**src/pkg/rtlsb_map.vh**
```
// Register offsets, field widths and reset values of the link status bank.
`ifndef RTLSB_MAP_VH
`define RTLSB_MAP_VH

// ----------------------------------------------------------------------------
// Register offsets
// ----------------------------------------------------------------------------
`define RTLSB_ADDR_TXQ_COUNT 8'h8f
`define RTLSB_ADDR_VCO_CAL 8'h9a
`define RTLSB_ADDR_TX_INFO 8'h9c
`define RTLSB_ADDR_RX_INFO 8'h9d
`define RTLSB_ADDR_FREQ_CORR 8'h9e
`define RTLSB_ADDR_LQ_PREAMBLE 8'h9f
`define RTLSB_ADDR_LQ_SYNC 8'ha0
`define RTLSB_ADDR_CAPT_RSSI 8'ha2
`define RTLSB_ADDR_LEN_HIGH 8'ha4
`define RTLSB_ADDR_LEN_LOW 8'ha5
`define RTLSB_ADDR_CHECK3 8'ha6
`define RTLSB_ADDR_CHECK2 8'ha7
`define RTLSB_ADDR_CHECK1 8'ha8
`define RTLSB_ADDR_CHECK0 8'ha9
`define RTLSB_ADDR_SRC_ADDR 8'haa
`define RTLSB_ADDR_DST_ADDR 8'hab
`define RTLSB_ADDR_RUN_RSSI 8'hef
`define RTLSB_ADDR_PART_ID 8'hf0
`define RTLSB_ADDR_VERSION_ID 8'hf1
`define RTLSB_ADDR_IRQ3 8'hfa
`define RTLSB_ADDR_IRQ2 8'hfb
`define RTLSB_ADDR_IRQ1 8'hfc
`define RTLSB_ADDR_IRQ0 8'hfd

// ----------------------------------------------------------------------------
// Reset values
// ----------------------------------------------------------------------------
`define RTLSB_RST_BYTE 8'h00
`define RTLSB_RST_IRQ 32'h0009_0500

// ----------------------------------------------------------------------------
// Widths of the captured fields
// ----------------------------------------------------------------------------
`define RTLSB_VCO_TH_W 127
`define RTLSB_SEQ_W 2
`define RTLSB_RETX_W 4
`define RTLSB_SYNC_Q_W 7
`define RTLSB_LEN_W 15

`endif

```
**src/design/rtlsb_thermo_to_bin.v**
```verilog
// Thermometer to binary converter for the oscillator bank calibration word.
`timescale 1ns/1ps

module rtlsb_thermo_to_bin #(
    parameter TH_W = 127,
    parameter BIN_W = 7
) (
    // Thermometer code, ones filled from bit 0 upward.
    input wire [TH_W-1:0] thermo_i,
    // Binary count of ones.
    output reg [BIN_W-1:0] bin_o
);

    integer k;

    // Counting ones rather than finding the top one tolerates a bubble in the code.
    always @* begin
        bin_o = {BIN_W{1'b0}};
        for (k = 0; k < TH_W; k = k + 1) begin
            bin_o = bin_o + {{(BIN_W-1){1'b0}}, thermo_i[k]};
        end
    end

endmodule // rtlsb_thermo_to_bin

```
**src/design/rtlsb_status_bank.v**
```verilog
// Read-only status register bank of the link: calibration, packet and interrupt state.
`timescale 1ns/1ps
`include "rtlsb_map.vh"

module rtlsb_status_bank #(
    parameter [7:0] PART_ID = 8'h5a,    // Arbitrary value.
    parameter [7:0] VERSION_ID = 8'ha5  // Arbitrary value.
) (
    // Clock and reset.
    input wire clock_i,
    input wire rst_n_i,
    // Register port from the serial interface.
    input wire [7:0] reg_addr_i,
    input wire reg_rd_i,
    input wire reg_wr_i,
    input wire [7:0] reg_wdata_i,
    output reg [7:0] reg_rdata_o,
    output reg reg_rvalid_o,
    // Oscillator calibration.
    input wire vco_cal_done_i,
    input wire [`RTLSB_VCO_TH_W-1:0] vco_cal_thermo_i,
    // Transmit side.
    input wire tx_start_i,
    input wire [`RTLSB_SEQ_W-1:0] transmit_sequence_number_i,
    input wire tx_retx_i,
    input wire [7:0] transmit_queue_count_i,
    // Receive side.
    input wire rx_sync_done_i,
    input wire rx_pkt_done_i,
    input wire received_no_ack_flag_i,
    input wire [`RTLSB_SEQ_W-1:0] received_sequence_number_i,
    input wire [7:0] preamble_quality_index_i,
    input wire [`RTLSB_SYNC_Q_W-1:0] sync_quality_index_i,
    input wire carrier_sense_i,
    input wire [7:0] signal_strength_i,
    input wire [`RTLSB_LEN_W-1:0] received_length_i,
    input wire [31:0] received_check_i,
    input wire [7:0] received_source_address_i,
    input wire [7:0] received_destination_address_i,
    input wire [7:0] freq_offset_correction_i,
    // Interrupt vector from the interrupt logic.
    input wire [31:0] irq_vector_i
);

    // ------------------------------------------------------------------------
    // Stored status
    // ------------------------------------------------------------------------
    wire [6:0] cal_bin;
    reg [6:0] osc_bank_cal_word;
    reg [`RTLSB_SEQ_W-1:0] tx_seq;
    reg [`RTLSB_RETX_W-1:0] retransmission_count;
    reg rx_no_ack;
    reg [`RTLSB_SEQ_W-1:0] rx_seq;
    reg [7:0] preamble_quality;
    reg [`RTLSB_SYNC_Q_W-1:0] sync_quality;
    reg carrier;
    reg [7:0] captured_signal_strength;
    reg [7:0] running_signal_strength;
    reg [`RTLSB_LEN_W-1:0] received_length;
    reg [31:0] rx_check;
    reg [7:0] rx_src;
    reg [7:0] rx_dst;
    reg [7:0] freq_corr;
    reg [7:0] txq_count;
    reg [31:0] irq_vector;
    reg [7:0] next_rdata;

    rtlsb_thermo_to_bin #(
        .TH_W(`RTLSB_VCO_TH_W),
        .BIN_W(7)
    ) u_cal_conv (
        .thermo_i(vco_cal_thermo_i),
        .bin_o(cal_bin)
    );

    // ------------------------------------------------------------------------
    // Capture of calibration and transmit state
    // ------------------------------------------------------------------------
    // Calibration result is taken when the calibrator reports done.
    always @(posedge clock_i or negedge rst_n_i) begin
        if (!rst_n_i) begin
            osc_bank_cal_word <= 7'h00;
            tx_seq <= 2'h0;
            retransmission_count <= 4'h0;
            txq_count <= `RTLSB_RST_BYTE;
        end else begin
            if (vco_cal_done_i) begin
                osc_bank_cal_word <= cal_bin;
            end
            txq_count <= transmit_queue_count_i;
            // A new packet restarts the count; a retry at the same edge still counts once.
            if (tx_start_i) begin
                tx_seq <= transmit_sequence_number_i;
                retransmission_count <= {3'h0, tx_retx_i};
            end else if (tx_retx_i && retransmission_count != 4'hf) begin
                retransmission_count <= retransmission_count + 4'h1;
            end
        end
    end

    // ------------------------------------------------------------------------
    // Capture of receive state
    // ------------------------------------------------------------------------
    // Sync-time values freeze at sync detection; packet fields at packet end.
    always @(posedge clock_i or negedge rst_n_i) begin
        if (!rst_n_i) begin
            rx_no_ack <= 1'b0;
            rx_seq <= 2'h0;
            preamble_quality <= `RTLSB_RST_BYTE;
            sync_quality <= 7'h00;
            carrier <= 1'b0;
            captured_signal_strength <= `RTLSB_RST_BYTE;
            running_signal_strength <= `RTLSB_RST_BYTE;
            received_length <= 15'h0000;
            rx_check <= 32'h0000_0000;
            rx_src <= `RTLSB_RST_BYTE;
            rx_dst <= `RTLSB_RST_BYTE;
            freq_corr <= `RTLSB_RST_BYTE;
            irq_vector <= `RTLSB_RST_IRQ;
        end else begin
            // Refreshed every cycle so repeated reads track the channel.
            running_signal_strength <= signal_strength_i;
            carrier <= carrier_sense_i;
            irq_vector <= irq_vector_i;
            freq_corr <= freq_offset_correction_i;
            if (rx_sync_done_i) begin
                captured_signal_strength <= signal_strength_i;
                preamble_quality <= preamble_quality_index_i;
                sync_quality <= sync_quality_index_i;
            end
            if (rx_pkt_done_i) begin
                rx_no_ack <= received_no_ack_flag_i;
                rx_seq <= received_sequence_number_i;
                received_length <= received_length_i;
                rx_check <= received_check_i;
                rx_src <= received_source_address_i;
                rx_dst <= received_destination_address_i;
            end
        end
    end

    // ------------------------------------------------------------------------
    // Read decode
    // ------------------------------------------------------------------------
    // Unmapped addresses read zero.
    always @* begin
        case (reg_addr_i)
            `RTLSB_ADDR_TXQ_COUNT: next_rdata = txq_count;
            `RTLSB_ADDR_VCO_CAL: next_rdata = {1'b0, osc_bank_cal_word};
            `RTLSB_ADDR_TX_INFO: next_rdata = {2'h0, tx_seq, retransmission_count};
            `RTLSB_ADDR_RX_INFO: next_rdata = {5'h00, rx_no_ack, rx_seq};
            `RTLSB_ADDR_FREQ_CORR: next_rdata = freq_corr;
            `RTLSB_ADDR_LQ_PREAMBLE: next_rdata = preamble_quality;
            `RTLSB_ADDR_LQ_SYNC: next_rdata = {carrier, sync_quality};
            `RTLSB_ADDR_CAPT_RSSI: next_rdata = captured_signal_strength;
            `RTLSB_ADDR_LEN_HIGH: next_rdata = {1'b0, received_length[14:8]};
            `RTLSB_ADDR_LEN_LOW: next_rdata = received_length[7:0];
            `RTLSB_ADDR_CHECK3: next_rdata = rx_check[31:24];
            `RTLSB_ADDR_CHECK2: next_rdata = rx_check[23:16];
            `RTLSB_ADDR_CHECK1: next_rdata = rx_check[15:8];
            `RTLSB_ADDR_CHECK0: next_rdata = rx_check[7:0];
            `RTLSB_ADDR_SRC_ADDR: next_rdata = rx_src;
            `RTLSB_ADDR_DST_ADDR: next_rdata = rx_dst;
            `RTLSB_ADDR_RUN_RSSI: next_rdata = running_signal_strength;
            `RTLSB_ADDR_PART_ID: next_rdata = PART_ID;
            `RTLSB_ADDR_VERSION_ID: next_rdata = VERSION_ID;
            `RTLSB_ADDR_IRQ3: next_rdata = irq_vector[31:24];
            `RTLSB_ADDR_IRQ2: next_rdata = irq_vector[23:16];
            `RTLSB_ADDR_IRQ1: next_rdata = irq_vector[15:8];
            `RTLSB_ADDR_IRQ0: next_rdata = irq_vector[7:0];
            default: next_rdata = 8'h00;
        endcase
    end

    // ------------------------------------------------------------------------
    // Read port
    // ------------------------------------------------------------------------
    // Writes are ignored: reg_wdata_i touches no storage, and reg_wr_i only cancels a read in the same cycle.
    always @(posedge clock_i or negedge rst_n_i) begin
        if (!rst_n_i) begin
            reg_rdata_o <= 8'h00;
            reg_rvalid_o <= 1'b0;
        end else begin
            reg_rvalid_o <= reg_rd_i && !reg_wr_i;
            if (reg_rd_i && !reg_wr_i) begin
                reg_rdata_o <= next_rdata;
            end
        end
    end

endmodule // rtlsb_status_bank

```
**config.mk**
```make
export PLATFORM = sky130hd
export DESIGN_NAME = rtlsb_status_bank
export DESIGN_NICKNAME = d
export VERILOG_FILES = /design/src/design/rtlsb_thermo_to_bin.v /design/src/design/rtlsb_status_bank.v
export VERILOG_INCLUDE_DIRS = /design/src /design/src/pkg
export SDC_FILE = /design/constraint.sdc
export NUM_CORES = 1
export LEC_CHECK = 0
export ABC_AREA = 1
export BUFFER_PORTS_ARGS = -buffer_cell sky130_fd_sc_hd__buf_2
export CAP_MARGIN = 20
export CORE_MARGIN = 3
export CORE_UTILIZATION = 45
export CTS_CLUSTER_SIZE = 30
export DETAILED_ROUTE_END_ITERATION = 16
export PLACE_DENSITY = 0.72
export SETUP_SLACK_MARGIN = 0.3
export SYNTH_ARGS = -nofsm -noshare
export SYNTH_HDL_FRONTEND = slang
export SYNTH_SLANG_ARGS = --single-unit
```
**constraint.sdc**
```tcl
create_clock -name clock_i -period 3.24 [get_ports clock_i]
set_input_delay 0.486 -clock clock_i [delete_from_list [all_inputs] [get_ports clock_i]]
set_output_delay 0.486 -clock clock_i [all_outputs]
set_load 0.03 [all_outputs]
```
==> metrics, run 1 <==
syn nets 1,514; Buffers on Ports 292; CTS Buffer Depth 2; placed cell count 1,674; grt ovf 0; Mapped Avg Cell Area 9.83 um2; FFs w/ async S/R, synth 1.00; GR Layer Usage met3 0.0651; GPL Wtd Cong 0.883; Hold Path Class in2async; Final #Nets 1,823; most frequent cell after synthesis inv_1; Die H 160 um; FILL cells 1,956; worst slew pin tran 0.825 ns; failing checks negative setup slack; RSZ-0062 raised after global routing true; Critical Path Source Type input pin; Post-synth EDFFs 0; CTS tree built; Post-Syn Area 10,600 um2; 1st-pass router iterations 5; yosys warns 0; fmax 148 MHz; clk sinks 168; final period demand of the worst path 6.74 ns; drt initial violations 616; Core ar. 22,900 um2; clk slew on worst S/H paths 0.07 ns; drt wl/cell 16.8 um; routed vias 8,482; final hold viol count 0; R2R Path Start rx_check[0]; post-synthesis sequential area ratio 0.396; critical path class in2reg; Yosys top cell by area dfrtp_1; DRC viols 0; Top FF cell, synth dfrtp_1; CP max FO 2; largest net degree at the start of global routing 86; Total Routing Usage GR 0.232; status finished with violations; period utilisation layout 2.08; nature of the critical path endpoint flop; CTS root buf clkbuf_16; reg2reg end reg_rdata_o[0]; max cap viols 0; Reg2Reg Setup Slack 1.78 ns; Synth Register Bits 168; routed wire length 28,900 um; vias per cell 4.92; number of H-tree levels 4; post-synth top area share 0.386; Die Wd 160 um; critical path's most frequent cell fa_1; post-synth cell types 25; final slew viol count 0; met2 GRT Util 0.399; global-route wire length before repair 46,100 um; endpoints failing setup 7; GR Util met1 0.274; CP Data Arrival Time 7.06 ns; Area growth, synth to finish 25.4%; Slew headroom 0.448; Top Usage Layer GRT met2; Setup Skew 0.0102 ns; post-synthesis cell count 1,081; clk_lat worst skew 0.43 ns; die footprint 25,500 um2; DP Wirelength 23,100 um; post-route ant nets 0; Rows 55; Initial Util 0.463; cts bufs inserted 17; Required @ worst endpoint 3.56 ns; Slowest cell on crit path fa_1; most frequent cells after synthesis inv_1, nand2_1, dfrtp_1, nand3_1, fa_1; cts hold-fix bufs 0; Reg2Reg Depth 8; antenna violations before repair 11; slowest cell delay on critical path 0.55 ns; vias in the first global route 9,081; synth top area cells dfrtp_1, fa_1, mux2_2; share of layout cells above drive strength 1 0.337; I/O pin count 301; non-filler cells, final 1,724; Final Worst Setup Slack -3.50 ns; worst setup path start vco_cal_thermo_i[78]
[state kept, by name, summed over array words and instances (netlist names)]
signal                    cells
captured_signal_strength      8
carrier                       1
freq_corr                     8
irq_vector                   32
osc_bank_cal_word             7
preamble_quality              8
received_length              15
reg_rdata_o                   8
reg_rvalid_o                  1
retransmission_count          4
running_signal_strength       8
rx_check                     32
rx_dst                        8
rx_no_ack                     1
rx_seq                        2
rx_src                        8
sync_quality                  7
tx_seq                        2
txq_count                     8
[timing repair]
item                                    4_1_cts  5_1_grt
pin swaps                                     6        4
endpoints found under the setup margin        7        7
hold endpoints to repair                      0        0
resized for setup                            16       15
setup buffers                                 6        4
[cells by family after synthesis]
kind of cell,Yosys count,share of synthesized area
AND/OR/NAND/NOR,424,0.172
buffers and inverters,246,0.0907
flip-flops,168,0.396
adder cells (fa/ha/maj),141,0.247
multiplexers,77,0.0816
AO/OA/AOI/OAI,24,0.0118
XOR/XNOR,1,0.000825
[critical path: cells and delay by family]
family                   cells  cell delay, ns
buffers and inverters       11            0.55
adder cells (fa/ha/maj)     12            5.32
AND/OR/NAND/NOR             11            0.69
[cells in the final DEF, fill, tap and decap left out, drive strengths merged, types with 8 or more instances in the layout]
master / netlist / layout
nor2: 93 / 93
inv: 218 / 228
mux2: 77 / 77
buf: 21 / 318
fa: 114 / 114
nand4: 17 / 17
o21ai: 19 / 19
diode: 0 / 8
ha: 27 / 27
clkbuf: 7 / 17
nand2: 175 / 175
dfrtp: 164 / 164
nand3: 136 / 136
[per-stage QoR]
step / cell area, um2 / setup TNS [ns] / setup slack, ns / util / hold WS [ns]
after global routing: 13300 / -23.94 / -3.77 / 0.581 / 0.134
after floorplan: 10700 / -21.98 / -3.49 / - / 0.190
after global placement: 12500 / -24.11 / -3.78 / 0.546 / 0.467
final: 13300 / -22.49 / -3.50 / 0.581 / 0.0860
after CTS: 13200 / -21.79 / -3.42 / 0.577 / 0.125
after detailed placement: 12500 / -24.92 / -3.92 / 0.546 / 0.465
[area by class of cell]
| class | instances | area (um2) | area share |
|---|---|---|---|
| Multi-Input combinational cell | 667 | 5600 | 0.420 |
| Sequential cell | 168 | 4210 | 0.316 |
| Timing Repair Buffer | 318 | 1700 | 0.128 |
| Inverter | 218 | 826 | 0.0620 |
| Clock buffer | 17 | 425 | 0.0319 |
| Tap cell | 313 | 392 | 0.0294 |
| Clock inverter | 15 | 149 | 0.0112 |
| Antenna cell | 8 | 20.0 | 0.00150 |
[worst max-delay path by stage]
stage | endpoint | slack, ns | depth (start not counted)
floorplan | osc_bank_cal_word[6] | -3.49 | 33
global placement | osc_bank_cal_word[6] | -3.78 | 34
global route | osc_bank_cal_word[6] | -3.77 | 34
CTS | osc_bank_cal_word[6] | -3.42 | 34
finish | osc_bank_cal_word[6] | -3.50 | 34
detailed placement | osc_bank_cal_word[6] | -3.92 | 34
[layer usage]
| layer | part of all wire | up-vias |
|---|---|---|
| met1 | 0.39 | 4090 |
| met5 | 0.0017 | - |
| li1 | - | 3965 |
| met3 | 0.084 | 67 |
| met2 | 0.49 | 352 |
| met4 | 0.036 | 8 |
Power of run 1 is not shown: default switching activity piles up to over one toggle a cycle in this logic, so the estimate is an artifact.
==> run 2: changes to the inputs <==
--- a/config.mk
+++ b/config.mk
@@ -9,11 +9,13 @@
 export ABC_AREA = 1
 export BUFFER_PORTS_ARGS = -buffer_cell sky130_fd_sc_hd__buf_2
 export CAP_MARGIN = 20
+export CELL_PAD_IN_SITES_DETAIL_PLACEMENT = 0
+export CELL_PAD_IN_SITES_GLOBAL_PLACEMENT = 1
 export CORE_MARGIN = 3
-export CORE_UTILIZATION = 45
+export CORE_UTILIZATION = 43
 export CTS_CLUSTER_SIZE = 30
 export DETAILED_ROUTE_END_ITERATION = 16
-export PLACE_DENSITY = 0.72
+export PLACE_DENSITY = 0.85
 export SETUP_SLACK_MARGIN = 0.3
 export SYNTH_ARGS = -nofsm -noshare
 export SYNTH_HDL_FRONTEND = slang
==> metrics, run 2 (synthesis gave the netlist of run 1 again) <==
status finished with violations (unchanged); failing checks negative setup slack (unchanged); nature of the critical path endpoint flop (unchanged); Critical Path Source Type input pin (unchanged); Final #Nets 1,819 (was 1,823); RSZ-0062 raised after global routing true (unchanged); final slew viol count 0 (unchanged); CTS root buf clkbuf_16 (unchanged); most common cell after layout, fill and taps aside buf_2 (unchanged); vias in the first global route 8,810 (was 9,081); Area growth, synth to finish 24.6% (was 25.4%); FF+latch area 4210 um2 (unchanged); cts bufs inserted 17 (unchanged); share of layout cells above drive strength 1 0.325 (was 0.337); fmax 151 MHz (was 148 MHz); largest net degree at the start of global routing 76 (was 86); drt wl/cell 16.7 um (was 16.8 um); Setup Skew 0.0143 ns (was 0.0102 ns); GPL Wtd Cong 0.888 (was 0.883); Rows 56 (was 55); clk slew on worst S/H paths 0.07 ns (about the same); grt ovf 0 (unchanged); Reg2Reg Setup Slack 1.76 ns (was 1.78 ns); pre-CTS setup slack -3.88 ns (was -3.92 ns); Multi-input gate area 5540 um2 (was 5600 um2); Bufs and invs on worst path 13 (was 11); Slew headroom 0.494 (was 0.448); cts hold-fix bufs 0 (unchanged); CP Data Arrival Time 6.91 ns (was 7.06 ns); clk sinks 168 (unchanged); period utilisation layout 2.04 (was 2.08); Hold Path Class in2async (unchanged); endpoints failing setup 7 (unchanged); Core ar. 23,900 um2 (was 22,900 um2); Slowest cell on crit path fa_1 (unchanged); fin area 13,200 um2 (was 13,300 um2); Die Wd 163 um (was 160 um); post-route ant nets 0 (unchanged); most frequent cells in the layout buf_2, inv_1, nand2_1 (unchanged); Total Routing Usage GR 0.223 (was 0.232); Initial Util 0.445 (was 0.463); die footprint 26,600 um2 (was 25,500 um2); DRC viols 0 (unchanged); crit-path leading delay family adder cells (unchanged); Top Registers irq_vector x32, rx_check x32, received_length x15 (unchanged); routed vias 8,342 (was 8,482); final period demand of the worst path 6.61 ns (was 6.74 ns); Cell Area, Placed 12,500 um2 (about the same); routed wire length 28,800 um (was 28,900 um); critical path's most frequent cell fa_1 (unchanged); CTS tree built (unchanged); vias per cell 4.83 (was 4.92); Buffers on Ports 292 (unchanged); global-route wire length before repair 45,800 um (was 46,100 um); critical path class in2reg (unchanged); antenna violations before repair 8 (was 11); final hold viol count 0 (unchanged); clk_lat worst skew 0.42 ns (was 0.43 ns); Die H 163 um (was 160 um); number of H-tree levels 4 (unchanged); 1st-pass router iterations 7 (was 5); max cap viols 0 (unchanged); DP Wirelength 23,500 um (was 23,100 um); CP max FO 2 (unchanged); FILL cells 2,194 (was 1,956); Required @ worst endpoint 3.54 ns (was 3.56 ns); worst slew pin tran 0.757 ns (was 0.825 ns); slowest cell delay on critical path 0.54 ns (was 0.55 ns); CTS Buffer Depth 2 (unchanged); I/O pin count 301 (unchanged); Final Worst Setup Slack -3.37 ns (was -3.50 ns); drt initial violations 482 (was 616)
[run 2: path summary, 6_finish.rpt]
path / startpoint / to / depth (start not counted)
worst max-delay path: vco_cal_thermo_i[78] / osc_bank_cal_word[4] / 32
worst min-delay path: rst_n_i / reg_rdata_o[2] / 1
worst max register to register: rx_check[0] / reg_rdata_o[0] / 8
worst min register to register: osc_bank_cal_word[0] / osc_bank_cal_word[0] / 2
max in group asynchronous: rst_n_i / irq_vector[8] / 2
min in group clock_i: transmit_queue_count_i[2] / txq_count[2] / 1
[run 2: what timing repair did]
action	in CTS	in global routing
pin swaps	3	2
setup endpoints to repair	7	7
buffers inserted	1	2
resized for setup	8	11
[run 2: through the flow]
| step | util | TNS, ns | std cells | hold slack [ns] |
|---|---|---|---|---|
| after floorplan | - | -21.98 | 1081 | 0.190 |
| after global placement | 0.525 | -24.07 | 1683 | 0.465 |
| after detailed placement | 0.525 | -24.81 | 1683 | 0.468 |
| after CTS | 0.551 | -21.24 | 1716 | 0.114 |
| after global routing | 0.553 | -22.95 | 1722 | 0.134 |
| final | 0.554 | -21.44 | 1728 | 0.0931 |
[run 2: metal layers]
layer / up-vias / global-route usage / part of all wire
li1: 3957 / - / -
met1: 4043 / 0.290 / 0.41
met2: 307 / 0.378 / 0.50
met3: 29 / 0.0512 / 0.075
met4: 6 / 0.0604 / 0.014
met5: - / 0 / 0.00097
[run 2: final cells by class]
type                       count  share of cell area
antenna                       10             0.00189
clock buffer                  21              0.0333
clock inverter                11             0.00851
inverter                     218              0.0624
multi-input combinational    667               0.419
sequential                   168               0.318
tap                          319              0.0302
timing repair buffer         314               0.127
[run 2: worst reg2reg max path: cells and delay by family, from the launching register on]
| family | cells | cell delay (ns) |
|---|---|---|
| and+or+nand+nor | 8 | 0.99 |
| DFF | 1 | 0.39 |
Power of run 2 is left out for the same reason.
==> run 3: changes to the inputs <==
--- a/config.mk
+++ b/config.mk
@@ -12,10 +12,10 @@
 export CELL_PAD_IN_SITES_DETAIL_PLACEMENT = 0
 export CELL_PAD_IN_SITES_GLOBAL_PLACEMENT = 1
 export CORE_MARGIN = 3
-export CORE_UTILIZATION = 43
+export CORE_UTILIZATION = 40
 export CTS_CLUSTER_SIZE = 30
 export DETAILED_ROUTE_END_ITERATION = 16
-export PLACE_DENSITY = 0.85
+export PLACE_DENSITY = 0.8
 export SETUP_SLACK_MARGIN = 0.3
 export SYNTH_ARGS = -nofsm -noshare
 export SYNTH_HDL_FRONTEND = slang
==> constraint.sdc (replaced) <==
create_clock -name clock_i -period 6.5 [get_ports clock_i]
set_input_delay 0.975 -clock clock_i [delete_from_list [all_inputs] [get_ports clock_i]]
set_output_delay 0.975 -clock clock_i [all_outputs]
set_load 0.03 [all_outputs]
==> metrics, run 3 (synthesis gave the netlist of run 1 again) <==
status finished with violations (unchanged); failing checks negative setup slack (unchanged); fin area 13,200 um2 (about the same); R2R Path Start rx_check[0] (unchanged); vias in the first global route 8,867 (was 8,810); post-route ant nets 0 (unchanged); GPL Wtd Cong 0.825 (was 0.888); clk_lat worst skew 0.43 ns (was 0.42 ns); Reg2Reg Depth 8 (unchanged); non-filler cells, final 1,738 (was 1,728); Buffers on Ports 292 (unchanged); Total Routing Usage GR 0.207 (was 0.223); DRC viols 0 (unchanged); CTS tree built (unchanged); Top Registers irq_vector x32, rx_check x32, received_length x15 (unchanged); die footprint 28,500 um2 (was 26,600 um2); critical path class in2reg (unchanged); clk sinks 168 (unchanged); endpoints failing setup 6 (was 7); fmax 141 MHz; Rows 59 (was 56); Cell Area, Placed 12,500 um2 (about the same); Final #Nets 1,815 (was 1,819); number of H-tree levels 4 (unchanged); antenna violations before repair 16 (was 8); placed cell count 1,693 (was 1,683); Hold Path Class in2async (unchanged); Area growth, synth to finish 24.7% (was 24.6%); Worst Setup EP osc_bank_cal_word[6] (was osc_bank_cal_word[4]); period utilisation layout 1.09; drt wl/cell 16.6 um (was 16.7 um); vias per cell 4.81 (was 4.83); I/O pin count 301 (unchanged); Slew headroom 0.334 (was 0.494); routed wire length 28,900 um (was 28,800 um); max cap viols 0 (unchanged); TNS Setup -2.23 ns (was -21.44 ns); worst slew pin tran 0.995 ns (was 0.757 ns); global-route wire length before repair 45,900 um (was 45,800 um); routed vias 8,356 (was 8,342); share of layout cells above drive strength 1 0.324 (was 0.325); final core utilization 0.508 (was 0.554); slowest cell delay on critical path 0.54 ns (about the same); CTS root buf clkbuf_16 (unchanged); Setup Skew 0.0175 ns (was 0.0143 ns); final hold viol count 0 (unchanged); drt initial violations 594 (was 482); reg2reg end reg_rdata_o[0] (unchanged); most common cell after layout, fill and taps aside buf_2 (unchanged); grt ovf 0 (unchanged); nature of the critical path endpoint flop (unchanged); critical path's most frequent cell fa_1 (unchanged); RSZ-0062 raised after global routing true (unchanged); CP max FO 2 (unchanged); DP Wirelength 23,100 um (was 23,500 um); final slew viol count 0 (unchanged); worst setup path start vco_cal_thermo_i[120] (was vco_cal_thermo_i[78]); Final Worst Setup Slack -0.610 ns (was -3.37 ns); Slowest cell on crit path fa_1 (unchanged); final period demand of the worst path 7.11 ns; Initial Util 0.408 (was 0.445); 1st-pass router iterations 7 (unchanged); most frequent cells in the layout buf_2, inv_1, nand2_1 (unchanged); cts bufs inserted 17 (unchanged); Core ar. 26,100 um2 (was 23,900 um2); CP Data Arrival Time 7.43 ns (was 6.91 ns); largest net degree at the start of global routing 118 (was 76); Critical Path Source Type input pin (unchanged); clk slew on worst S/H paths 0.07 ns (about the same); Die H 169 um (was 163 um); CTS Buffer Depth 2 (unchanged); Required @ worst endpoint 6.82 ns (was 3.54 ns); Die Wd 169 um (was 163 um); Reg2Reg Setup Slack 5.08 ns (was 1.76 ns)
==> run 3: cell types whose count changed in the layout (fill, tap and decap cells not counted), moves of 2 or more <==
cell      change
buf_2         +2
clkbuf_1      -4
inv_8         +3
ha_4          -3
nand2_2       -2
diode_2       -2
clkinv_8      +6
buf_4         -6
ha_1          +3
nand2_1       +2
clkinv_2      -2
inv_6         -3
==> run 3: per-layer routing <==
metal / GRT usage / vias to the layer above / wire length, um
met5: 0 / - / 93
met4: 0.0516 / 14 / 414
met3: 0.0563 / 39 / 2240
met2: 0.350 / 292 / 14400
met1: 0.266 / 4049 / 11700
li1: - / 3962 / -
==> run 3: final cells by class <==
type	count	area [um2]
Antenna cell	8	20.0
Fill cell	2457	12800
Inverter	218	826
Sequential cell	168	4210
Clock buffer	17	425
Timing Repair Buffer	310	1650
Tap cell	335	419
Multi-Input combinational cell	667	5500
Clock inverter	15	193
==> run 3: through the flow <==
step                hold WS (ns)  worst slack, ns
floorplan                  0.443           -0.719
global route               0.425           -0.923
CTS                        0.490           -0.609
detailed placement         0.470            -1.13
finish                     0.425           -0.610
global placement           0.460            -1.01
==> run 3: how the worst min path moves through the flow <==
stage	start	to	cells past startpoint	slack (ns)
after floorplan	tx_seq[0]	tx_seq[0]	2	0.44
final	rst_n_i	rx_check[20]	1	0.42
after global placement	reg_rdata_o[6]	reg_rdata_o[6]	2	0.46
after detailed placement	reg_rdata_o[1]	reg_rdata_o[1]	2	0.47
after CTS	reg_rdata_o[1]	reg_rdata_o[1]	2	0.49
after global routing	rst_n_i	rx_check[20]	1	0.42
==> run 3: worst max-delay path, delay by kind of cell <==
| family | cells | cell delay (ns) |
|---|---|---|
| fa+ha+maj | 12 | 5.30 |
| simple gates | 11 | 0.62 |
| buf+inv | 9 | 0.51 |
==> run 3: repair_timing <==
item	4_1_cts	5_1_grt
buffers inserted	1	3
gates resized for setup	4	10
hold buffers	0	0
endpoints found under the setup margin	7	7
pin swaps	2	1
Power of run 3 is left out for the same reason.
